<file path="src/hw/hcpd_pkg.sv">
/*
 * Shared constants, types and check-code functions for the header check
 * and packet delineation block.
 * Assumes octet-serial data, least significant bit first into the check code.
 */
package hcpd_pkg;

    // widths and sizes
    localparam int OCT_W       = 8;
    localparam int WORD_W      = 32;
    localparam int CTRL_W      = 4;
    localparam int HDR_OCTETS  = 8;
    localparam int WIN_OCTETS  = 10;
    localparam int LEN_W       = 16;
    localparam int GAP_W       = 17;
    localparam int FIFO_DEPTH  = 16;
    localparam int FIFO_W      = 9;
    localparam int SCR_LEN     = 43;
    localparam int IDLE_OCTETS = 9;
    localparam int CONFIRM_DEF = 1;

    // check code
    localparam logic [15:0] CRC_POLY = 16'h1021;
    localparam logic [15:0] CRC_INIT = 16'h0000;
    localparam logic [15:0] HEC_MASK = 16'h1555;
    // remainder of x^16 modulo the generator, start of the syndrome walk
    localparam logic [15:0] X16_REM  = 16'h1021;

    // octet values
    localparam logic [7:0]  SFD_IDLE   = 8'h00;
    localparam logic [7:0]  NULL_CHAR  = 8'h07;
    localparam logic [7:0]  FILL_OCTET = 8'h00;
    localparam logic [71:0] IDLE_SEQ   = 72'h00_00_55_55_55_55_00_2A_01;

    // receive framing
    localparam logic [16:0] GAP_ADJ   = 17'h00009;
    localparam logic [3:0]  CTRL_DATA = 4'h0;
    localparam logic [3:0]  CTRL_NULL = 4'hF;
    localparam logic [1:0]  PRE_WORDS = 2'h2;

    typedef enum logic [1:0] {TX_IDLE, TX_HDR, TX_HEC, TX_BODY} hcpd_tx_state_type;
    typedef enum logic [1:0] {SEARCH_STATE, TENTATIVE_LOCK_STATE, LOCKED_STATE}
        hcpd_rx_state_type;

    // one octet into the check code, lowest bit first
    function automatic logic [15:0] hcpd_crc_octet(input logic [15:0] crc,
                                                   input logic [7:0]  d);
        logic [15:0] c;
        logic        fb;
        c = crc;
        for (int i = 0; i < 8; i++) begin
            fb = c[15] ^ d[i];
            c  = {c[14:0], 1'b0} ^ (fb ? CRC_POLY : 16'h0000);
        end
        return c;
    endfunction : hcpd_crc_octet

    // check field over eight octets, octet n at bits [8n+7:8n]
    function automatic logic [15:0] hcpd_hec_of(input logic [63:0] w);
        logic [15:0] c;
        c = CRC_INIT;
        for (int n = 0; n < HDR_OCTETS; n++) begin
            c = hcpd_crc_octet(c, w[8*n +: 8]);
        end
        return c ^ HEC_MASK;
    endfunction : hcpd_hec_of

    function automatic logic [7:0] hcpd_rev8(input logic [7:0] d);
        logic [7:0] r;
        r = 8'h00;
        for (int i = 0; i < 8; i++) begin
            r[i] = d[7-i];
        end
        return r;
    endfunction : hcpd_rev8

endpackage : hcpd_pkg

</file>
<file path="src/hw/hcpd_stream_if.sv">
/*
 * Valid/ready stream carrier between the block's own modules.
 * Assumes a transfer happens on a clock edge with valid and ready both high.
 */
interface hcpd_stream_if #(
    parameter int W = 9
);
    logic         valid;
    logic         ready;
    logic [W-1:0] data;

    modport src (output valid, output data, input ready);
    modport snk (input valid, input data, output ready);
endinterface : hcpd_stream_if

</file>
<file path="src/hw/hcpd_fifo.sv">
/*
 * Synchronous first-in first-out buffer with valid/ready on both sides.
 * Assumes one clock and an asynchronous active-high reset.
 */
module hcpd_fifo #(
    parameter int W     = 9,
    parameter int DEPTH = 16
) (
    // clock and reset
    input  wire logic i_sys_clk,
    input  wire logic i_rst,
    // streams
    hcpd_stream_if.snk s_in,
    hcpd_stream_if.src s_out
);
    import hcpd_pkg::*;

    localparam int AW = $clog2(DEPTH);

    typedef struct packed {
        logic [DEPTH-1:0][W-1:0] mem;
        logic [AW:0]             wp;
        logic [AW:0]             rp;
    } hcpd_fifo_st_type;

    hcpd_fifo_st_type st_r;
    hcpd_fifo_st_type st_nxt;
    logic             full;
    logic             empty;

    // extra pointer bit tells a full buffer from an empty one
    assign empty = (st_r.wp == st_r.rp);
    assign full  = (st_r.wp[AW] != st_r.rp[AW]) && (st_r.wp[AW-1:0] == st_r.rp[AW-1:0]);

    assign s_in.ready  = !full;
    assign s_out.valid = !empty;
    assign s_out.data  = st_r.mem[st_r.rp[AW-1:0]];

    always_comb begin
        st_nxt = st_r;
        if (s_in.valid && !full) begin
            st_nxt.mem[st_r.wp[AW-1:0]] = s_in.data;
            st_nxt.wp = st_r.wp + 1'b1;
        end
        if (s_out.ready && !empty) begin
            st_nxt.rp = st_r.rp + 1'b1;
        end
    end

    always_ff @(posedge i_sys_clk or posedge i_rst) begin
        if (i_rst) begin
            st_r <= '0;
        end else begin
            st_r <= st_nxt;
        end
    end

endmodule : hcpd_fifo

</file>
<file path="src/hw/hcpd_scrambler.sv">
/*
 * Self-synchronous x^43+1 scrambler or descrambler, one octet per enable,
 * lowest bit first. Output is combinational from the current state.
 * Assumes the caller enables it only for octets that are to be processed;
 * while disabled the state is kept.
 */
module hcpd_scrambler #(
    parameter bit DESCRAMBLE = 1'b0
) (
    // clock and reset
    input  wire logic       i_sys_clk,
    input  wire logic       i_rst,
    // octet path
    input  wire logic       i_en,
    input  wire logic [7:0] i_data,
    output logic      [7:0] o_data
);
    import hcpd_pkg::*;

    typedef struct packed {
        logic [SCR_LEN-1:0] sr;
    } hcpd_scr_st_type;

    hcpd_scr_st_type st_r;
    hcpd_scr_st_type st_nxt;

    always_comb begin
        logic [SCR_LEN-1:0] s;
        logic               b;
        s      = st_r.sr;
        b      = 1'b0;
        o_data = 8'h00;
        for (int i = 0; i < 8; i++) begin
            b         = i_data[i] ^ s[SCR_LEN-1];
            o_data[i] = b;
            // descrambler shifts in the line bit, scrambler its own output
            s = {s[SCR_LEN-2:0], DESCRAMBLE ? i_data[i] : b};
        end
        st_nxt = st_r;
        if (i_en) begin
            st_nxt.sr = s;
        end
    end

    always_ff @(posedge i_sys_clk or posedge i_rst) begin
        if (i_rst) begin
            st_r <= '0;
        end else begin
            st_r <= st_nxt;
        end
    end

endmodule : hcpd_scrambler

</file>
<file path="src/hw/hcpd_top.sv">
/*
 * Header check generation, header check validation and packet delineation.
 * Transmit: buffers MAC octets (preamble and SFD first), inserts the check
 * field, scrambles the rest and fills gaps with idle packets.
 * Receive: finds packet starts from the check field and length field and
 * hands 32-bit words with lane control flags toward the MAC.
 * Assumes the attachment layer paces both directions with its strobes and
 * that all inputs are synchronous to i_sys_clk.
 */
// Summary of operation
// each received octet: check last ten, first eight must yield the final two
// sent check field is the CRC-16 of eight header octets xor fixed mask
// CRC-16 generator has terms x^16, x^12, x^5 and 1
// header octets enter the CRC in order, each lowest bit first
// result is remainder of message times x^16, x^15 term as top bit
// check octets are bit-reversed within each octet when placed in stream
// check octets follow the SFD; every later packet octet is scrambled
// first two header octets carry the DA-through-FCS length
// search tests every octet; first correct check enters tentative lock
// tentative lock tests only expected starts; confirm count locks, error searches
// next expected start is found from the current packet's length field
// locked: uncorrectable error searches; correct or corrected check marks a start
// idle packets only aid delineation, never flagged, otherwise dropped
// confirm count is a parameter, default one
// with no MAC packet waiting the transmitter sends an idle packet
// an all-zero SFD marks a packet as idle
// idle packet is the fixed nine-octet sequence
// receive octets are taken only while the valid strobe is high
// transmit octet is held until taken with the accept strobe high
// entering the locked state selects single-bit correction mode
// descrambler runs only when locked, between check field and packet end
// the two check octets are never passed toward the MAC
// without a full word, a word of null control characters is output
// a corrected error switches to detection; next correct check restores correction
// reset starts in search with confirm counter cleared, no start flagged
module hcpd_top #(
    parameter logic [7:0] CONFIRM_COUNT = 8'(hcpd_pkg::CONFIRM_DEF),
    parameter int         FIFO_DEPTH    = hcpd_pkg::FIFO_DEPTH
) (
    // clock and reset
    input  wire logic                           i_sys_clk,
    input  wire logic                           i_rst,
    // mac transmit octets
    input  wire logic                           i_tx_valid,
    input  wire logic [hcpd_pkg::OCT_W-1:0]     i_tx_data,
    input  wire logic                           i_tx_last,
    output logic                                o_tx_ready,
    // attachment layer transmit
    output logic      [hcpd_pkg::OCT_W-1:0]     o_tx_octet,
    input  wire logic                           i_tx_octet_rdy,
    // attachment layer receive
    input  wire logic [hcpd_pkg::OCT_W-1:0]     i_rx_octet,
    input  wire logic                           i_rx_octet_en,
    // mac receive words and status
    output logic      [hcpd_pkg::WORD_W-1:0]    o_rx_word,
    output logic      [hcpd_pkg::CTRL_W-1:0]    o_rx_ctrl,
    output logic                                o_rx_start,
    output logic                                o_rx_locked
);
    import hcpd_pkg::*;

    typedef struct packed {
        // transmit
        hcpd_tx_state_type  txs;
        logic [3:0]         tx_cnt;
        logic [7:0]         tx_octet;
        logic [15:0]        crc;
        logic               tx_last;
        // receive delineation
        hcpd_rx_state_type  rxs;
        logic [79:0]        win;
        logic [GAP_W-1:0]   gap;
        logic [LEN_W-1:0]   body;
        logic               corr_mode;
        logic [7:0]         conf;
        // receive word output
        logic [63:0]        pre;
        logic [1:0]         pre_cnt;
        logic [31:0]        pk;
        logic [2:0]         pk_cnt;
        logic               flush;
        logic [31:0]        word;
        logic [3:0]         ctrl;
        logic               start;
    } hcpd_st_type;

    hcpd_st_type st_r;
    hcpd_st_type st_nxt;

    hcpd_stream_if #(.W(FIFO_W)) tx_in ();
    hcpd_stream_if #(.W(FIFO_W)) tx_out ();

    logic [7:0]  scr_in;
    logic [7:0]  scr_out;
    logic        scr_en;
    logic [7:0]  dscr_out;
    logic        in_body;

    // check evaluation on the window as it stands once the new octet is in
    logic [79:0] win_sh;
    logic [63:0] hdr_raw;
    logic [63:0] hdr_fix;
    logic [63:0] flip;
    logic [15:0] hec_calc;
    logic [15:0] hec_rx;
    logic [15:0] syn;
    logic        chk_ok;
    logic        chk_single;
    logic [LEN_W-1:0] len_fix;
    logic        is_idle;

    // mac octets pass through the buffer so short gaps do not starve a packet
    assign tx_in.valid = i_tx_valid;
    assign tx_in.data  = {i_tx_last, i_tx_data};
    assign o_tx_ready  = tx_in.ready;

    hcpd_fifo #(
        .W     (FIFO_W),
        .DEPTH (FIFO_DEPTH)
    ) u_tx_fifo (
        .i_sys_clk (i_sys_clk),
        .i_rst     (i_rst),
        .s_in      (tx_in),
        .s_out     (tx_out)
    );

    hcpd_scrambler #(
        .DESCRAMBLE (1'b0)
    ) u_tx_scr (
        .i_sys_clk (i_sys_clk),
        .i_rst     (i_rst),
        .i_en      (scr_en),
        .i_data    (scr_in),
        .o_data    (scr_out)
    );

    assign in_body = (st_r.rxs == LOCKED_STATE) && (st_r.body != '0);

    hcpd_scrambler #(
        .DESCRAMBLE (1'b1)
    ) u_rx_dscr (
        .i_sys_clk (i_sys_clk),
        .i_rst     (i_rst),
        .i_en      (i_rx_octet_en && in_body),
        .i_data    (i_rx_octet),
        .o_data    (dscr_out)
    );

    // header check and single-bit syndrome search
    always_comb begin
        logic [15:0] p;
        p          = X16_REM;
        win_sh     = {i_rx_octet, st_r.win[79:8]};
        hdr_raw    = win_sh[63:0];
        hec_calc   = hcpd_hec_of(hdr_raw);
        hec_rx     = {hcpd_rev8(win_sh[71:64]), hcpd_rev8(win_sh[79:72])};
        syn        = hec_calc ^ hec_rx;
        chk_ok     = (syn == 16'h0000);
        chk_single = $onehot(syn);
        flip       = '0;
        // a flipped header bit of degree k leaves syndrome x^(k+16) mod G
        for (int k = 0; k < 64; k++) begin
            if (!chk_ok && syn == p) begin
                flip[63-k] = 1'b1;
                chk_single = 1'b1;
            end
            p = {p[14:0], 1'b0} ^ (p[15] ? CRC_POLY : 16'h0000);
        end
        hdr_fix = hdr_raw ^ flip;
        len_fix = {hdr_fix[7:0], hdr_fix[15:8]};
        is_idle = (hdr_fix[63:56] == SFD_IDLE);
    end

    always_comb begin
        logic        take;
        logic        boundary;
        logic        chk_here;
        logic        valid_start;
        logic        emit;
        logic [2:0]  base;
        logic [15:0] hec_tx;
        logic [7:0]  next_conf;

        st_nxt      = st_r;
        st_nxt.start = 1'b0;
        take        = 1'b0;
        scr_en      = 1'b0;
        scr_in      = FILL_OCTET;
        valid_start = 1'b0;
        hec_tx      = st_r.crc ^ HEC_MASK;
        next_conf   = st_r.conf + 8'h01;
        boundary    = ((st_r.txs == TX_IDLE) && (st_r.tx_cnt == 4'(IDLE_OCTETS - 1))) ||
                      ((st_r.txs == TX_BODY) && st_r.tx_last);
        emit = (st_r.pre_cnt == 2'h0) &&
               ((st_r.pk_cnt == 3'h4) || (st_r.flush && st_r.pk_cnt != 3'h0));
        base = emit ? 3'h0 : st_r.pk_cnt;
        chk_here = (st_r.rxs == SEARCH_STATE) || (st_r.gap == '0);

        // transmit: the octet on the bus changes only once it has been taken
        if (i_tx_octet_rdy) begin
            if (boundary) begin
                if (tx_out.valid) begin
                    take           = 1'b1;
                    st_nxt.txs     = TX_HDR;
                    st_nxt.tx_cnt  = 4'h0;
                    st_nxt.tx_octet = tx_out.data[7:0];
                    st_nxt.crc     = hcpd_crc_octet(CRC_INIT, tx_out.data[7:0]);
                end else begin
                    st_nxt.txs     = TX_IDLE;
                    st_nxt.tx_cnt  = 4'h0;
                    st_nxt.tx_octet = IDLE_SEQ[71 -: 8];
                end
            end else begin
                case (st_r.txs)
                    TX_IDLE: begin
                        st_nxt.tx_cnt   = st_r.tx_cnt + 4'h1;
                        st_nxt.tx_octet = IDLE_SEQ[71 - 8*st_nxt.tx_cnt -: 8];
                    end
                    TX_HDR: begin
                        if (st_r.tx_cnt == 4'(HDR_OCTETS - 1)) begin
                            // check field right after the SFD, bit-reversed
                            st_nxt.txs      = TX_HEC;
                            st_nxt.tx_cnt   = 4'h0;
                            st_nxt.tx_octet = hcpd_rev8(hec_tx[15:8]);
                        end else begin
                            // an empty buffer mid-header sends filler, and the check is computed over the filler
                            take            = tx_out.valid;
                            st_nxt.tx_cnt   = st_r.tx_cnt + 4'h1;
                            st_nxt.tx_octet = tx_out.valid ? tx_out.data[7:0] : FILL_OCTET;
                            st_nxt.crc      = hcpd_crc_octet(st_r.crc, st_nxt.tx_octet);
                        end
                    end
                    TX_HEC: begin
                        if (st_r.tx_cnt == 4'h0) begin
                            st_nxt.tx_cnt   = 4'h1;
                            st_nxt.tx_octet = hcpd_rev8(hec_tx[7:0]);
                        end else begin
                            take            = tx_out.valid;
                            scr_en          = 1'b1;
                            scr_in          = tx_out.valid ? tx_out.data[7:0] : FILL_OCTET;
                            st_nxt.txs      = TX_BODY;
                            st_nxt.tx_octet = scr_out;
                            st_nxt.tx_last  = tx_out.valid && tx_out.data[8];
                        end
                    end
                    TX_BODY: begin
                        take            = tx_out.valid;
                        scr_en          = 1'b1;
                        scr_in          = tx_out.valid ? tx_out.data[7:0] : FILL_OCTET;
                        st_nxt.tx_octet = scr_out;
                        st_nxt.tx_last  = tx_out.valid && tx_out.data[8];
                    end
                    default: begin
                        st_nxt.txs = TX_IDLE;
                    end
                endcase
            end
        end
        tx_out.ready = take;

        // receive word output: preamble words first, then packed body octets
        if (st_r.pre_cnt != 2'h0) begin
            st_nxt.word    = (st_r.pre_cnt == PRE_WORDS) ? st_r.pre[31:0] : st_r.pre[63:32];
            st_nxt.ctrl    = CTRL_DATA;
            st_nxt.pre_cnt = st_r.pre_cnt - 2'h1;
        end else if (emit) begin
            for (int l = 0; l < 4; l++) begin
                st_nxt.word[8*l +: 8] = (3'(l) < st_r.pk_cnt) ? st_r.pk[8*l +: 8] : NULL_CHAR;
                st_nxt.ctrl[l]        = (3'(l) >= st_r.pk_cnt);
            end
            st_nxt.pk_cnt = 3'h0;
            st_nxt.flush  = 1'b0;
        end else begin
            st_nxt.word = {4{NULL_CHAR}};
            st_nxt.ctrl = CTRL_NULL;
            if (st_r.pk_cnt == 3'h0) begin
                st_nxt.flush = 1'b0;
            end
        end
        if (emit) begin
            st_nxt.pk_cnt = 3'h0;
        end

        // receive delineation, only on octets the attachment layer marks valid
        if (i_rx_octet_en) begin
            st_nxt.win = win_sh;
            if (in_body) begin
                // body octets go out descrambled; check octets never reach here
                st_nxt.pk[8*base[1:0] +: 8] = dscr_out;
                st_nxt.pk_cnt               = base + 3'h1;
                st_nxt.body                 = st_r.body - 16'h0001;
                if (st_r.body == 16'h0001) begin
                    st_nxt.flush = 1'b1;
                end
            end
            if (!chk_here) begin
                st_nxt.gap = st_r.gap - 17'h00001;
            end else begin
                case (st_r.rxs)
                    SEARCH_STATE: begin
                        if (chk_ok) begin
                            st_nxt.rxs  = TENTATIVE_LOCK_STATE;
                            st_nxt.conf = 8'h00;
                            st_nxt.gap  = 17'(len_fix) + GAP_ADJ;
                        end
                    end
                    TENTATIVE_LOCK_STATE: begin
                        if (chk_ok) begin
                            st_nxt.gap = 17'(len_fix) + GAP_ADJ;
                            if (next_conf >= CONFIRM_COUNT) begin
                                st_nxt.rxs       = LOCKED_STATE;
                                st_nxt.corr_mode = 1'b1;
                                st_nxt.conf      = 8'h00;
                            end else begin
                                st_nxt.conf = next_conf;
                            end
                        end else begin
                            st_nxt.rxs  = SEARCH_STATE;
                            st_nxt.conf = 8'h00;
                        end
                    end
                    LOCKED_STATE: begin
                        if (chk_ok) begin
                            valid_start      = 1'b1;
                            st_nxt.corr_mode = 1'b1;
                        end else if (chk_single && st_r.corr_mode) begin
                            valid_start      = 1'b1;
                            st_nxt.corr_mode = 1'b0;
                        end else begin
                            st_nxt.rxs  = SEARCH_STATE;
                            st_nxt.conf = 8'h00;
                            st_nxt.body = '0;
                        end
                    end
                    default: begin
                        st_nxt.rxs = SEARCH_STATE;
                    end
                endcase
                if (valid_start) begin
                    st_nxt.gap = 17'(len_fix) + GAP_ADJ;
                    // idle packets keep the framing but produce nothing else
                    if (!is_idle) begin
                        st_nxt.start   = 1'b1;
                        st_nxt.body    = len_fix;
                        st_nxt.pre     = hdr_fix;
                        st_nxt.pre_cnt = PRE_WORDS;
                    end
                end
            end
        end
    end

    always_ff @(posedge i_sys_clk or posedge i_rst) begin
        if (i_rst) begin
            // all zero: search, idle octet 0 on the bus, no start flagged
            st_r <= '0;
        end else begin
            st_r <= st_nxt;
        end
    end

    assign o_tx_octet  = st_r.tx_octet;
    assign o_rx_word   = st_r.word;
    assign o_rx_ctrl   = st_r.ctrl;
    assign o_rx_start  = st_r.start;
    assign o_rx_locked = (st_r.rxs == LOCKED_STATE);

endmodule : hcpd_top

</file>
<file path="config.mk">
export PLATFORM = sky130hd
export DESIGN_NAME = hcpd_top
export DESIGN_NICKNAME = d
export VERILOG_FILES = /design/src/hw/hcpd_pkg.sv /design/src/hw/hcpd_stream_if.sv /design/src/hw/hcpd_fifo.sv /design/src/hw/hcpd_scrambler.sv /design/src/hw/hcpd_top.sv
export SDC_FILE = /design/constraint.sdc
export NUM_CORES = 1
export LEC_CHECK = 0
export BUFFER_PORTS_ARGS = -buffer_cell sky130_fd_sc_hd__buf_2
export CORE_MARGIN = 4
export CORE_UTILIZATION = 25
export CTS_CLUSTER_SIZE = 24
export DETAILED_ROUTE_END_ITERATION = 8
export SLEW_MARGIN = 20
export SYNTH_ARGS = -nofsm -noshare
export SYNTH_HDL_FRONTEND = slang
export SYNTH_SLANG_ARGS = --single-unit
</file>
<file path="constraint.sdc">
create_clock -name i_sys_clk -period 31.7 [get_ports i_sys_clk]
set_input_delay 3.17 -clock i_sys_clk [delete_from_list [all_inputs] [get_ports i_sys_clk]]
set_output_delay 3.17 -clock i_sys_clk [all_outputs]
set_load 0.005 [all_outputs]
</file>
==> Yosys cells after proc, flatten, opt, wreduce, memory -nomap -nowiden <==
Index checks and enable logic that the tools add are counted.
{ "word_totals": {"register_bits": 534, "latch_bits": 0, "ramBits": 0, "rom_bits": 0, "elab_cells": 758, "mem_count": 0} }
{ "classes": {"addsub": 26, "mul": 0, "div": 0, "order_cmp": 12, "n_eq_ne": 93, "n_shift": 3, "mux": 297, "bitwise_logic": 178, "n_reduce_logical": 110} }
{ "op_table": {"columns": ["op", "count"], "rows": [
  ["$xor 16x13->16", 74],
  ["$mux 13", 81],
  ["$eq 16x16->1 const B", 23],
  ["$eq 16x15->1 const B", 14],
  ["$eq 16x14->1 const B", 10],
  ["$mux 1", 152],
  ["$bwmux 144", 1],
  ["$mux 66", 2],
  ["$eq 16x13->1 const B", 8],
  ["$mux 16", 8],
  ["$mux 8", 14],
  ["$mux 91", 1],
  ["$xor 1x1->1", 88],
  ["$shiftx 79x33->8 const A", 1],
  ["$logic_and 1x1->1", 76],
  ["$mux 36", 2],
  ["$eq 16x12->1 const B", 4],
  ["$xor 64x64->64", 1],
  ["$mux 17", 3],
  ["$eq 16x11->1 const B", 3],
  ["$mux 38", 1],
  ["$mux 37", 1],
  ["$bmux 9 s4", 1],
  ["$demux 9 s4", 1],
  ["other kinds (78)", 149]
]} }

==> Logic depth before layout (Yosys ltp) <==
Gate-level depths: netlist of run 1.
{ "depth": {"word_depth": 265, "ltp_mapped": 34} }

==> Modules after synthesis <==
From an unflattened synthesis of run 1, not the netlist that was laid out.
{ "hier_totals": {"cells_unflattened": 2716, "hier_area_um2": 30898.4} }
{ "by_module_without_submodules": {"columns": ["module", "instances", "cells_per_inst", "area_per_inst_um2"], "rows": [
  ["hcpd_top", 1, 2050, 19910.3],
  ["hcpd_fifo", 1, 466, 7236.9],
  ["hcpd_scrambler", 2, 100, 1875.5]
]} }

==> Worst setup path after synthesis of run 1 <==
No wires, ideal clock.
{ "synth_path": {"path_type": "in2reg", "start": "input port i_rx_octet[2] (netlist name)", "end": "register st_r[139] (netlist name)", "setup_ns": 0.127, "arrival_ns": 8.858, "required_ns": 31.573, "slack_ns": 22.714, "path_stages": 24, "path_buffers": 1, "cell_sequence": "xnor3_1 > xnor2_2 > xnor2_1 > fa_1 > inv_1 > fa_1 > fa_1 > inv_1 > fa_1 > ha_1 > fa_1 > nand3_1 > o21ai_0 > and4b_1 > a31oi_1 > nand3_1 > nor4_1 > o2111ai_1 > o31a_1 > or2_4 > a221oi_4 > and2b_1 > buf_4 > mux2_1"} }
{ "synth_via": {"elab_chain_len": 73, "elab_cells_between_ends": 207, "classes_between": "4 x add/sub; 68 x eq/ne; 66 x mux; 1 x bitwise; 68 x reduce/logical"} }
{ "synth_rtl": {"columns": ["element", "line", "source"], "rows": [
  ["from (decl)", "hcpd_top.sv:52", "input wire logic [hcpd_pkg::OCT_W-1:0] i_rx_octet,"],
  ["$xor 16x16->16 (*)", "hcpd_top.sv:157", "syn = hec_calc ^ hec_rx;"],
  ["$add 1x1->2 (implied by the code)", "hcpd_top.sv:159", "chk_single = $onehot(syn);"],
  ["$add 2x2->3 (implied by the code)", "hcpd_top.sv:159", null],
  ["$add 3x3->4 (implied by the code)", "hcpd_top.sv:159", null],
  ["$add 4x4->5 (implied by the code)", "hcpd_top.sv:159", null],
  ["$eq 5x1->1", "hcpd_top.sv:159", null],
  ["$mux 1 (64 in series)", "hcpd_top.sv:163", "if (!chk_ok && syn == p) begin"],
  ["$logic_and 1x1->1", "hcpd_top.sv:326", "end else if (chk_single && st_r.corr_mode) begin"],
  ["$ne 2x2->1 (no line)", null, null],
  ["$reduce_and 6->1 (no line)", null, null],
  ["to (signal assigned)", "hcpd_top.sv:358", "st_r <= st_nxt;"],
  ["to (decl)", "hcpd_top.sv:87", "hcpd_st_type st_r;"]
]} }
Mark *: on every way between the ends. The rest lies on a longest branch, timed or not.
A chain may end at the register's enable or synchronous reset.

==> Worst setup path after layout of run 1 <==
{ "layout_path": {"start": "register st_r, in the netlist hdr_raw[0]", "end": "register st_r[159] (netlist name)"} }
{ "layout_via": {"elab_chain_len": 173, "elab_cells_between_ends": 395, "classes_between": "15 x add/sub; 65 x eq/ne; 133 x mux; 114 x bitwise; 68 x reduce/logical"} }
{ "layout_rtl": {"columns": ["element", "line", "source"], "rows": [
  ["$mux 13 (*)", "hcpd_pkg.sv:53", "c = {c[14:0], 1'b0} ^ (fb ? CRC_POLY : 16'h0000);"],
  ["$xor 14x13->14 (*)", "hcpd_pkg.sv:53", null],
  ["$xor 15x13->15 (*)", "hcpd_pkg.sv:53", null],
  ["$xor 16x13->16 (*)", "hcpd_pkg.sv:53", null],
  ["$xor 1x1->1", "hcpd_pkg.sv:52", "fb = c[15] ^ d[i];"],
  ["$mux 13", "hcpd_pkg.sv:53", null],
  ["$xor 16x13->16 (*) (4 in series)", "hcpd_pkg.sv:53", null],
  ["$xor 1x1->1", "hcpd_pkg.sv:52", null],
  ["[... 154 more ...]", null, null],
  ["$logic_and 1x1->1", "hcpd_top.sv:326", null],
  ["$mux 1", "hcpd_top.sv:326", null],
  ["$mux 1", "hcpd_top.sv:323", "if (chk_ok) begin"],
  ["$mux 1", "hcpd_top.sv:299", "case (st_r.rxs)"],
  ["$mux 1", "hcpd_top.sv:296", "if (!chk_here) begin"],
  ["$mux 1", "hcpd_top.sv:285", "if (i_rx_octet_en) begin"],
  ["$mux 33 (*)", "hcpd_top.sv:339", "if (valid_start) begin"],
  ["$mux 91 (*)", "hcpd_top.sv:296", null]
]} }
Mark *: on every way between the ends. The rest lies on a longest branch, timed or not. The select of a mux whose other input is x is not followed.

==> metrics.md, run 1 <==
| Metric | Value |
|---|---|
| Slowest cell on crit path | xor3_1 |
| CTS Root Cell | clkbuf_16 |
| DRT antenna net count | 0 |
| Gr busiest metal | met2 |
| Worst EP required | between 30 and 40 ns |
| Status | finished clean |
| Clock-pin slew on the worst setup and hold paths | 0.07 ns |
| CP peak stage delay | 0.67 ns |
| Cell mode on critical path | fa_1 |
| Met1 global-route usage | 19.27% |
| Number of global-route vias before repair | 20230 |
| H-tree depth | 2 |
| # IOs | 69 |
| Worst EP arrival | 10.75 ns |
| Initial antenna violation count | 7 |
| Met3 usage | 2.493% |
| Largest area contributor in the netlist | dfrtp_1 |
| #FFs+latches synth | 526 |
| Die area | 124100 µm² |
| CP max FO | 120 |
| PortBufs | 68 |
| Clk buf depth | 3 |
| Fraction of the cycle the final worst path needs | 32.24% |
| Worst path bufs/invs | 2 |
| Die Y | 352.3 µm |
| Post-CTS Hold Buffers | 0 |
| First-pass GRT wire length | 133.1 mm |
| Initial Util | 25.13% |
| Post-CTS sizing | 0 |
| Hold Vio Cnt, Final | 0 |
| TritonCTS clock tree | yes |
| Via Count | 20570 |
| Number of fillers in the final layout | 12240 |
| Met2 Resource Use GR | between 20% and 30% |
| Hold Path Class | flop to flop |
| Util after Layout | 28.29% |
| Max_cap viols | 0 |
| CTS Buf Count | 59 |
| Syn-to-layout area delta | 12.55% |
| Sequential share of the synthesized area | 44.41% |
| Final net count | 2746 |
| Internal reg-to-reg setup slack | between 20 and 25 ns |
| Net Count, Synth | 2768 |
| Routed vias/inst | 4.829 |
| CTS Sinks | 526 |
| Wirelength, routed | 88.76 mm |
| Setup CP Type | flop to flop |
| Drt initial violations | approximately 1900 |
| Post-Synthesis Cells | about 2700 |
| # rows | 126 |
| Worst setup SP type | flop |
| Final slew viol count | 0 |
| Number of flops mapped to enable cells by yosys | 0 |
| Largest net degree at the start of global routing | 174 |
| DP HPWL | 63.32 mm |
| # DRC | 0 |
| YS warnings | 0 |
| Gpl congestion | 0.9599 |
| Count of cell types in the netlist | 94 |
| Post-CTS setup buffers | 0 |
| Slew HR | 16.34% |
| Synth Cell Area | 29640 µm² |
| Fmax | 97.83 MHz |
| Crit. End Element | flop |
| Clock Latency Late Sink | between 0.6 and 0.7 ns |
| Unrepaired setup endpoints after global routing | no |
| Setup Viol. Count Final | 0 |
| Min cycle time layout | 10.22 ns |
| Async set-reset flop share out of synthesis | 100.0% |
| Top cells by area, synth | dfrtp_1 44%, mux2_2 9.5%, nand2_1 5.0%, xnor2_1 4.0%, xnor3_1 3.8% |
| Post-synth top flop | dfrtp_1 |
| Layout cells sized above 1 | between 20% and 30% |
| Final TNS setup | 0 ns |
| Die width | 352.3 µm |
| Largest delay share family, worst path | XOR/XNOR gates |
| WL per Instance | 20.84 µm |
| Top cell type's share of synthesized area | 44.41% |
| Global Route Usage Sum | 13.86% |
| Core area | 117900 µm² |
| Clock skew | 0.05601 ns |
| GR Overflow Total | 0 |
| Avg Cell Area, Syn | 10.99 µm² |
| Slew @ Worst Pin | between 1 and 1.5 ns |
| TritonRoute pass-1 iters | 6 |
[metal layers]
| layer | up-vias | routed length [µm] |
|---|---|---|
| li1 | 9384 | - |
| met5 | - | 48 |
| met3 | 161 | 5476 |
| met1 | 10430 | 40210 |
| met4 | 8 | 3152 |
| met2 | 586 | 39870 |
[synthesized netlist by cell type (all sizes together) (57+ instances only)]
library cell and instances:
dfrtp 526, nand2 397, mux2 252, xnor2 146, nor2 139, o21ai 139, xor2 116, clkbuf 108
inv 78, buf 74, a21oi 71, nand3 62, xnor3 57
[layout by cell type, fill, tap and decap left out, drive strengths merged, types with 8 or more instances in the layout]
master and n:
nor2 139, nor3 33, xnor2 146, nand2b 11
fa 10, nand3 62, nor2b 16, clkbuf 74
xnor3 57, nand2 397, a21boi 9, xor3 19
mux2i 9, a21oi 71, or3 11, a22o 11
a31oi 13, o21ai 139, a221o 10, and3 12
o22ai 18, ha 39, o31ai 37, or2 9
mux4 45, xor2 116, mux2 252, buf 99
a222oi 21, clkinv 16, nand4 41, a21o 22
bufinv 8, dfrtp 526, inv 83, nor4 22
and2 19
[path summary, 6_finish.rpt]
check                                    from                  to  cells past startpoint
hold / removal             u_rx_dscr.st_r[18]  u_rx_dscr.st_r[26]                      2
max in group asynchronous               i_rst   u_rx_dscr.st_r[9]                      5
setup / recovery                   hdr_raw[0]           st_r[159]                     29
setup reg to reg                   hdr_raw[0]           st_r[159]                     29
min in group asynchronous               i_rst       o_rx_word[23]                      2
hold reg to reg            u_rx_dscr.st_r[18]  u_rx_dscr.st_r[26]                      2
[final cells by class]
class                      instances  area, µm²  area share (%)
clock buffer                      74       1624           4.869
tap                             1536       1922           5.762
inverter                          78      300.3          0.9003
multi-input combinational       1911      15300           45.88
timing repair buffer              99      591.8           1.774
clock inverter                    32      442.9           1.328
antenna                            3      7.507         0.02251
sequential                       526      13170           39.47
[stage by stage]
step	std cells	instance area (µm²)	hold WS [ns]	worst slack [ns]
after floorplan	2697	29640	0.4386	13.83
after CTS	4256	33340	0.4604	21.29
after detailed placement	4150	31270	0.4488	21.29
after global placement	4150	31270	0.4475	21.32
after global routing	4256	33350	0.4704	20.90
final	4259	33360	0.4590	21.48
[cells by family (layout without fill, tap and decap cells)]
kind of cell | after synthesis | count (layout) | synth area share [%]
and+or+nand+nor | 808 | 808 | 12.42
adders and majority gates | 49 | 49 | 2.322
xor gates and xnor gates | 338 | 338 | 14.28
muxes | 306 | 306 | 13.34
AOI/OAI and AO/OA | 410 | 410 | 9.191
buffers and inverters | 260 | 283 | 4.036
DFF | 526 | 526 | 44.41
other | 0 | 3 | 0
[sequential cells by signal, indices dropped and copies added (netlist names)]
name,count
st_r,169
u_tx_fifo.st_r,154
u_tx_scr.st_r,43
hec_rx,8
o_rx_ctrl,4
u_rx_dscr.st_r,43
hdr_raw,64
o_rx_start,1
o_tx_octet,8
o_rx_word,32
[worst register-to-register path, delay by kind of cell (launching register included)]
family	cells	cell delay [ns]
compound gates	6	1.62
fa+ha+maj	6	2.54
buf+inv	2	0.63
xor+xnor	9	3.82
flops	1	0.55
simple gates	6	0.91
Power of run 1 is left out: the tool's default activity adds up to more than one toggle a clock period on the data nets, which glitch-free logic cannot reach.
==> inputs of run 2 (changes only) <==
==> constraint.sdc (replaced) <==
create_clock -name i_sys_clk -period 10.55 [get_ports i_sys_clk]
set_input_delay 1.055 -clock i_sys_clk [delete_from_list [all_inputs] [get_ports i_sys_clk]]
set_output_delay 1.055 -clock i_sys_clk [all_outputs]
set_load 0.005 [all_outputs]
==> run 2 against run 1 <==
Effect of this change:
- wire length is 2.2% lower
- cell count is 0.12% lower
- sequential share of layout area is 0.15 points higher
- via count is 0.14% higher
- non-clock buffer count is 4 lower
- sequential cell count stayed put
- utilization is 0.11 points lower
- hold slack better by 0.0058 ns
- cell area is 0.38% lower
- register-to-register slack worse by 21 ns
- fmax is 0.24% higher
- critical path type unchanged
==> metrics.md, run 2 (synthesis results as in run 1) <==
| Metric | Value |
|---|---|
| Status | finished clean |
| Placed Instances | 4145 |
| Layout cells sized above 1 | 20.19% |
| Unrepaired setup endpoints after global routing | no |
| Final slew viol count | 0 |
| Setup CP Type | flop to flop |
| Fraction of the cycle the final worst path needs | a little over nine tenths |
| Min cycle time layout | 10.20 ns |
| Slowest cell on crit path | xor3_1 |
| DRT antenna net count | 0 |
| Clock Latency Late Sink | 0.63 ns |
| Die Y | 352.3 µm |
| Die area | approximately 120000 µm² |
| Post-CTS sizing | 0 |
| Slew @ Worst Pin | 1.093 ns |
| Post-CTS Hold Buffers | 0 |
| PortBufs | 68 |
| Design Area, Final | 33230 µm² |
| Max_cap viols | 0 |
| Drt initial violations | 1871 |
| Initial Util | 25.13% |
| Syn-to-layout area delta | 12.13% |
| TritonRoute pass-1 iters | 7 |
| # DRC | 0 |
| CTS Buf Count | 56 |
| CTS Root Cell | clkbuf_16 |
| First-pass GRT wire length | roughly 130 mm |
| Largest register FFs | 169 |
| CP max FO | 34 |
| Fmax | 98.06 MHz |
| Worst EP required | 11.06 ns |
| Post-CTS setup buffers | 0 |
| Hold Path Class | flop to flop |
| GR Overflow Total | 0 |
| DP HPWL | between 60 and 70 mm |
| TritonCTS clock tree | yes |
| Finished Layout Cells | 4254 |
| Clk buf depth | 3 |
| WL per Instance | 20.40 µm |
| Setup Viol. Count Final | 0 |
| Crit. End Element | flop |
| # IOs | around 70 |
| Cell mode on critical path | fa_1 |
| Placed Area | 31260 µm² |
| # rows | 126 |
| Final TNS setup | 0 ns |
| Reg with most FFs | st_r |
| Hold Vio Cnt, Final | 0 |
| Routed vias/inst | 4.842 |
| Wirelength, routed | 86.80 mm |
| Clock-pin slew on the worst setup and hold paths | 0.06 ns |
| Final net count | between 2000 and 3000 |
| CTS Sinks | 526 |
| Commonest non-fill, non-tap cell in the layout | dfrtp_1 |
| Worst EP arrival | 10.71 ns |
| Worst setup SP type | flop |
| Number of global-route vias before repair | just over 20000 |
| CP peak stage delay | 0.68 ns |
| Commonest non-fill, non-tap cells in the layout | 524 x dfrtp_1, 396 x nand2_1, 249 x mux2_2 |
| Initial antenna violation count | 10 |
| Core area | 117900 µm² |
| Slew HR | 27.14% |
| Die width | 352.3 µm |
| Util after Layout | between 20 and 30% |
| H-tree depth | 2 |
| Largest net degree at the start of global routing | 173 |
| Clock skew | 0.03125 ns |
| Global Route Usage Sum | 13.71% |
| Gpl congestion | 0.9715 |
| Via Count | 20600 |
run 2: cell type report:
cell class / count / area, µm²
Clock inverter: 30 / 375.4
Fill cell: 12220 / 84690
Sequential cell: 526 / 13170
Antenna cell: 4 / 10.01
Clock buffer: 74 / 1559
Tap cell: 1536 / 1922
Inverter: 78 / 296.5
Timing Repair Buffer: 95 / 591.8
Multi-Input combinational cell: 1911 / 15310
run 2: critical path: cells and delay by family, from the launching register on:
kind	cells	cell delay, ns
xor+xnor	9	3.91
compound gates	6	1.75
flops	1	0.56
fa+ha+maj	6	2.55
buf+inv	2	0.37
simple gates	5	0.93
run 2: worst paths after layout:
path                                     from             endpoint  slack (ns)  cells past startpoint
setup / recovery                   hdr_raw[0]            st_r[161]        0.35                     28
hold / removal             u_rx_dscr.st_r[13]   u_rx_dscr.st_r[21]        0.46                      2
setup reg to reg                   hdr_raw[0]            st_r[161]        0.35                     28
hold reg to reg            u_rx_dscr.st_r[13]   u_rx_dscr.st_r[21]        0.46                      2
max in group asynchronous               i_rst             st_r[79]        7.62                      6
min in group asynchronous               i_rst  u_tx_fifo.st_r[150]        0.69                      3
run 2: stage by stage:
step           setup slack, ns  hold WS [ns]
6_report                0.3525        0.4648
4_1_cts                 0.5109        0.4688
3_5_place_dp            0.5445        0.4523
3_3_place_gp            0.7684        0.4445
5_1_grt                0.04959        0.4821
2_1_floorplan            1.887        0.4386
run 2: metal layers:
layer  global-route usage (%)  vias up  wire length [µm]
li1                         -     9388                 -
met1                    18.74    10420             38760
met2                    21.68      602             39420
met3                    2.632      177              5249
met4                    4.927       12              3285
met5                        0        -                76
Power of run 2 is left out for the same reason.
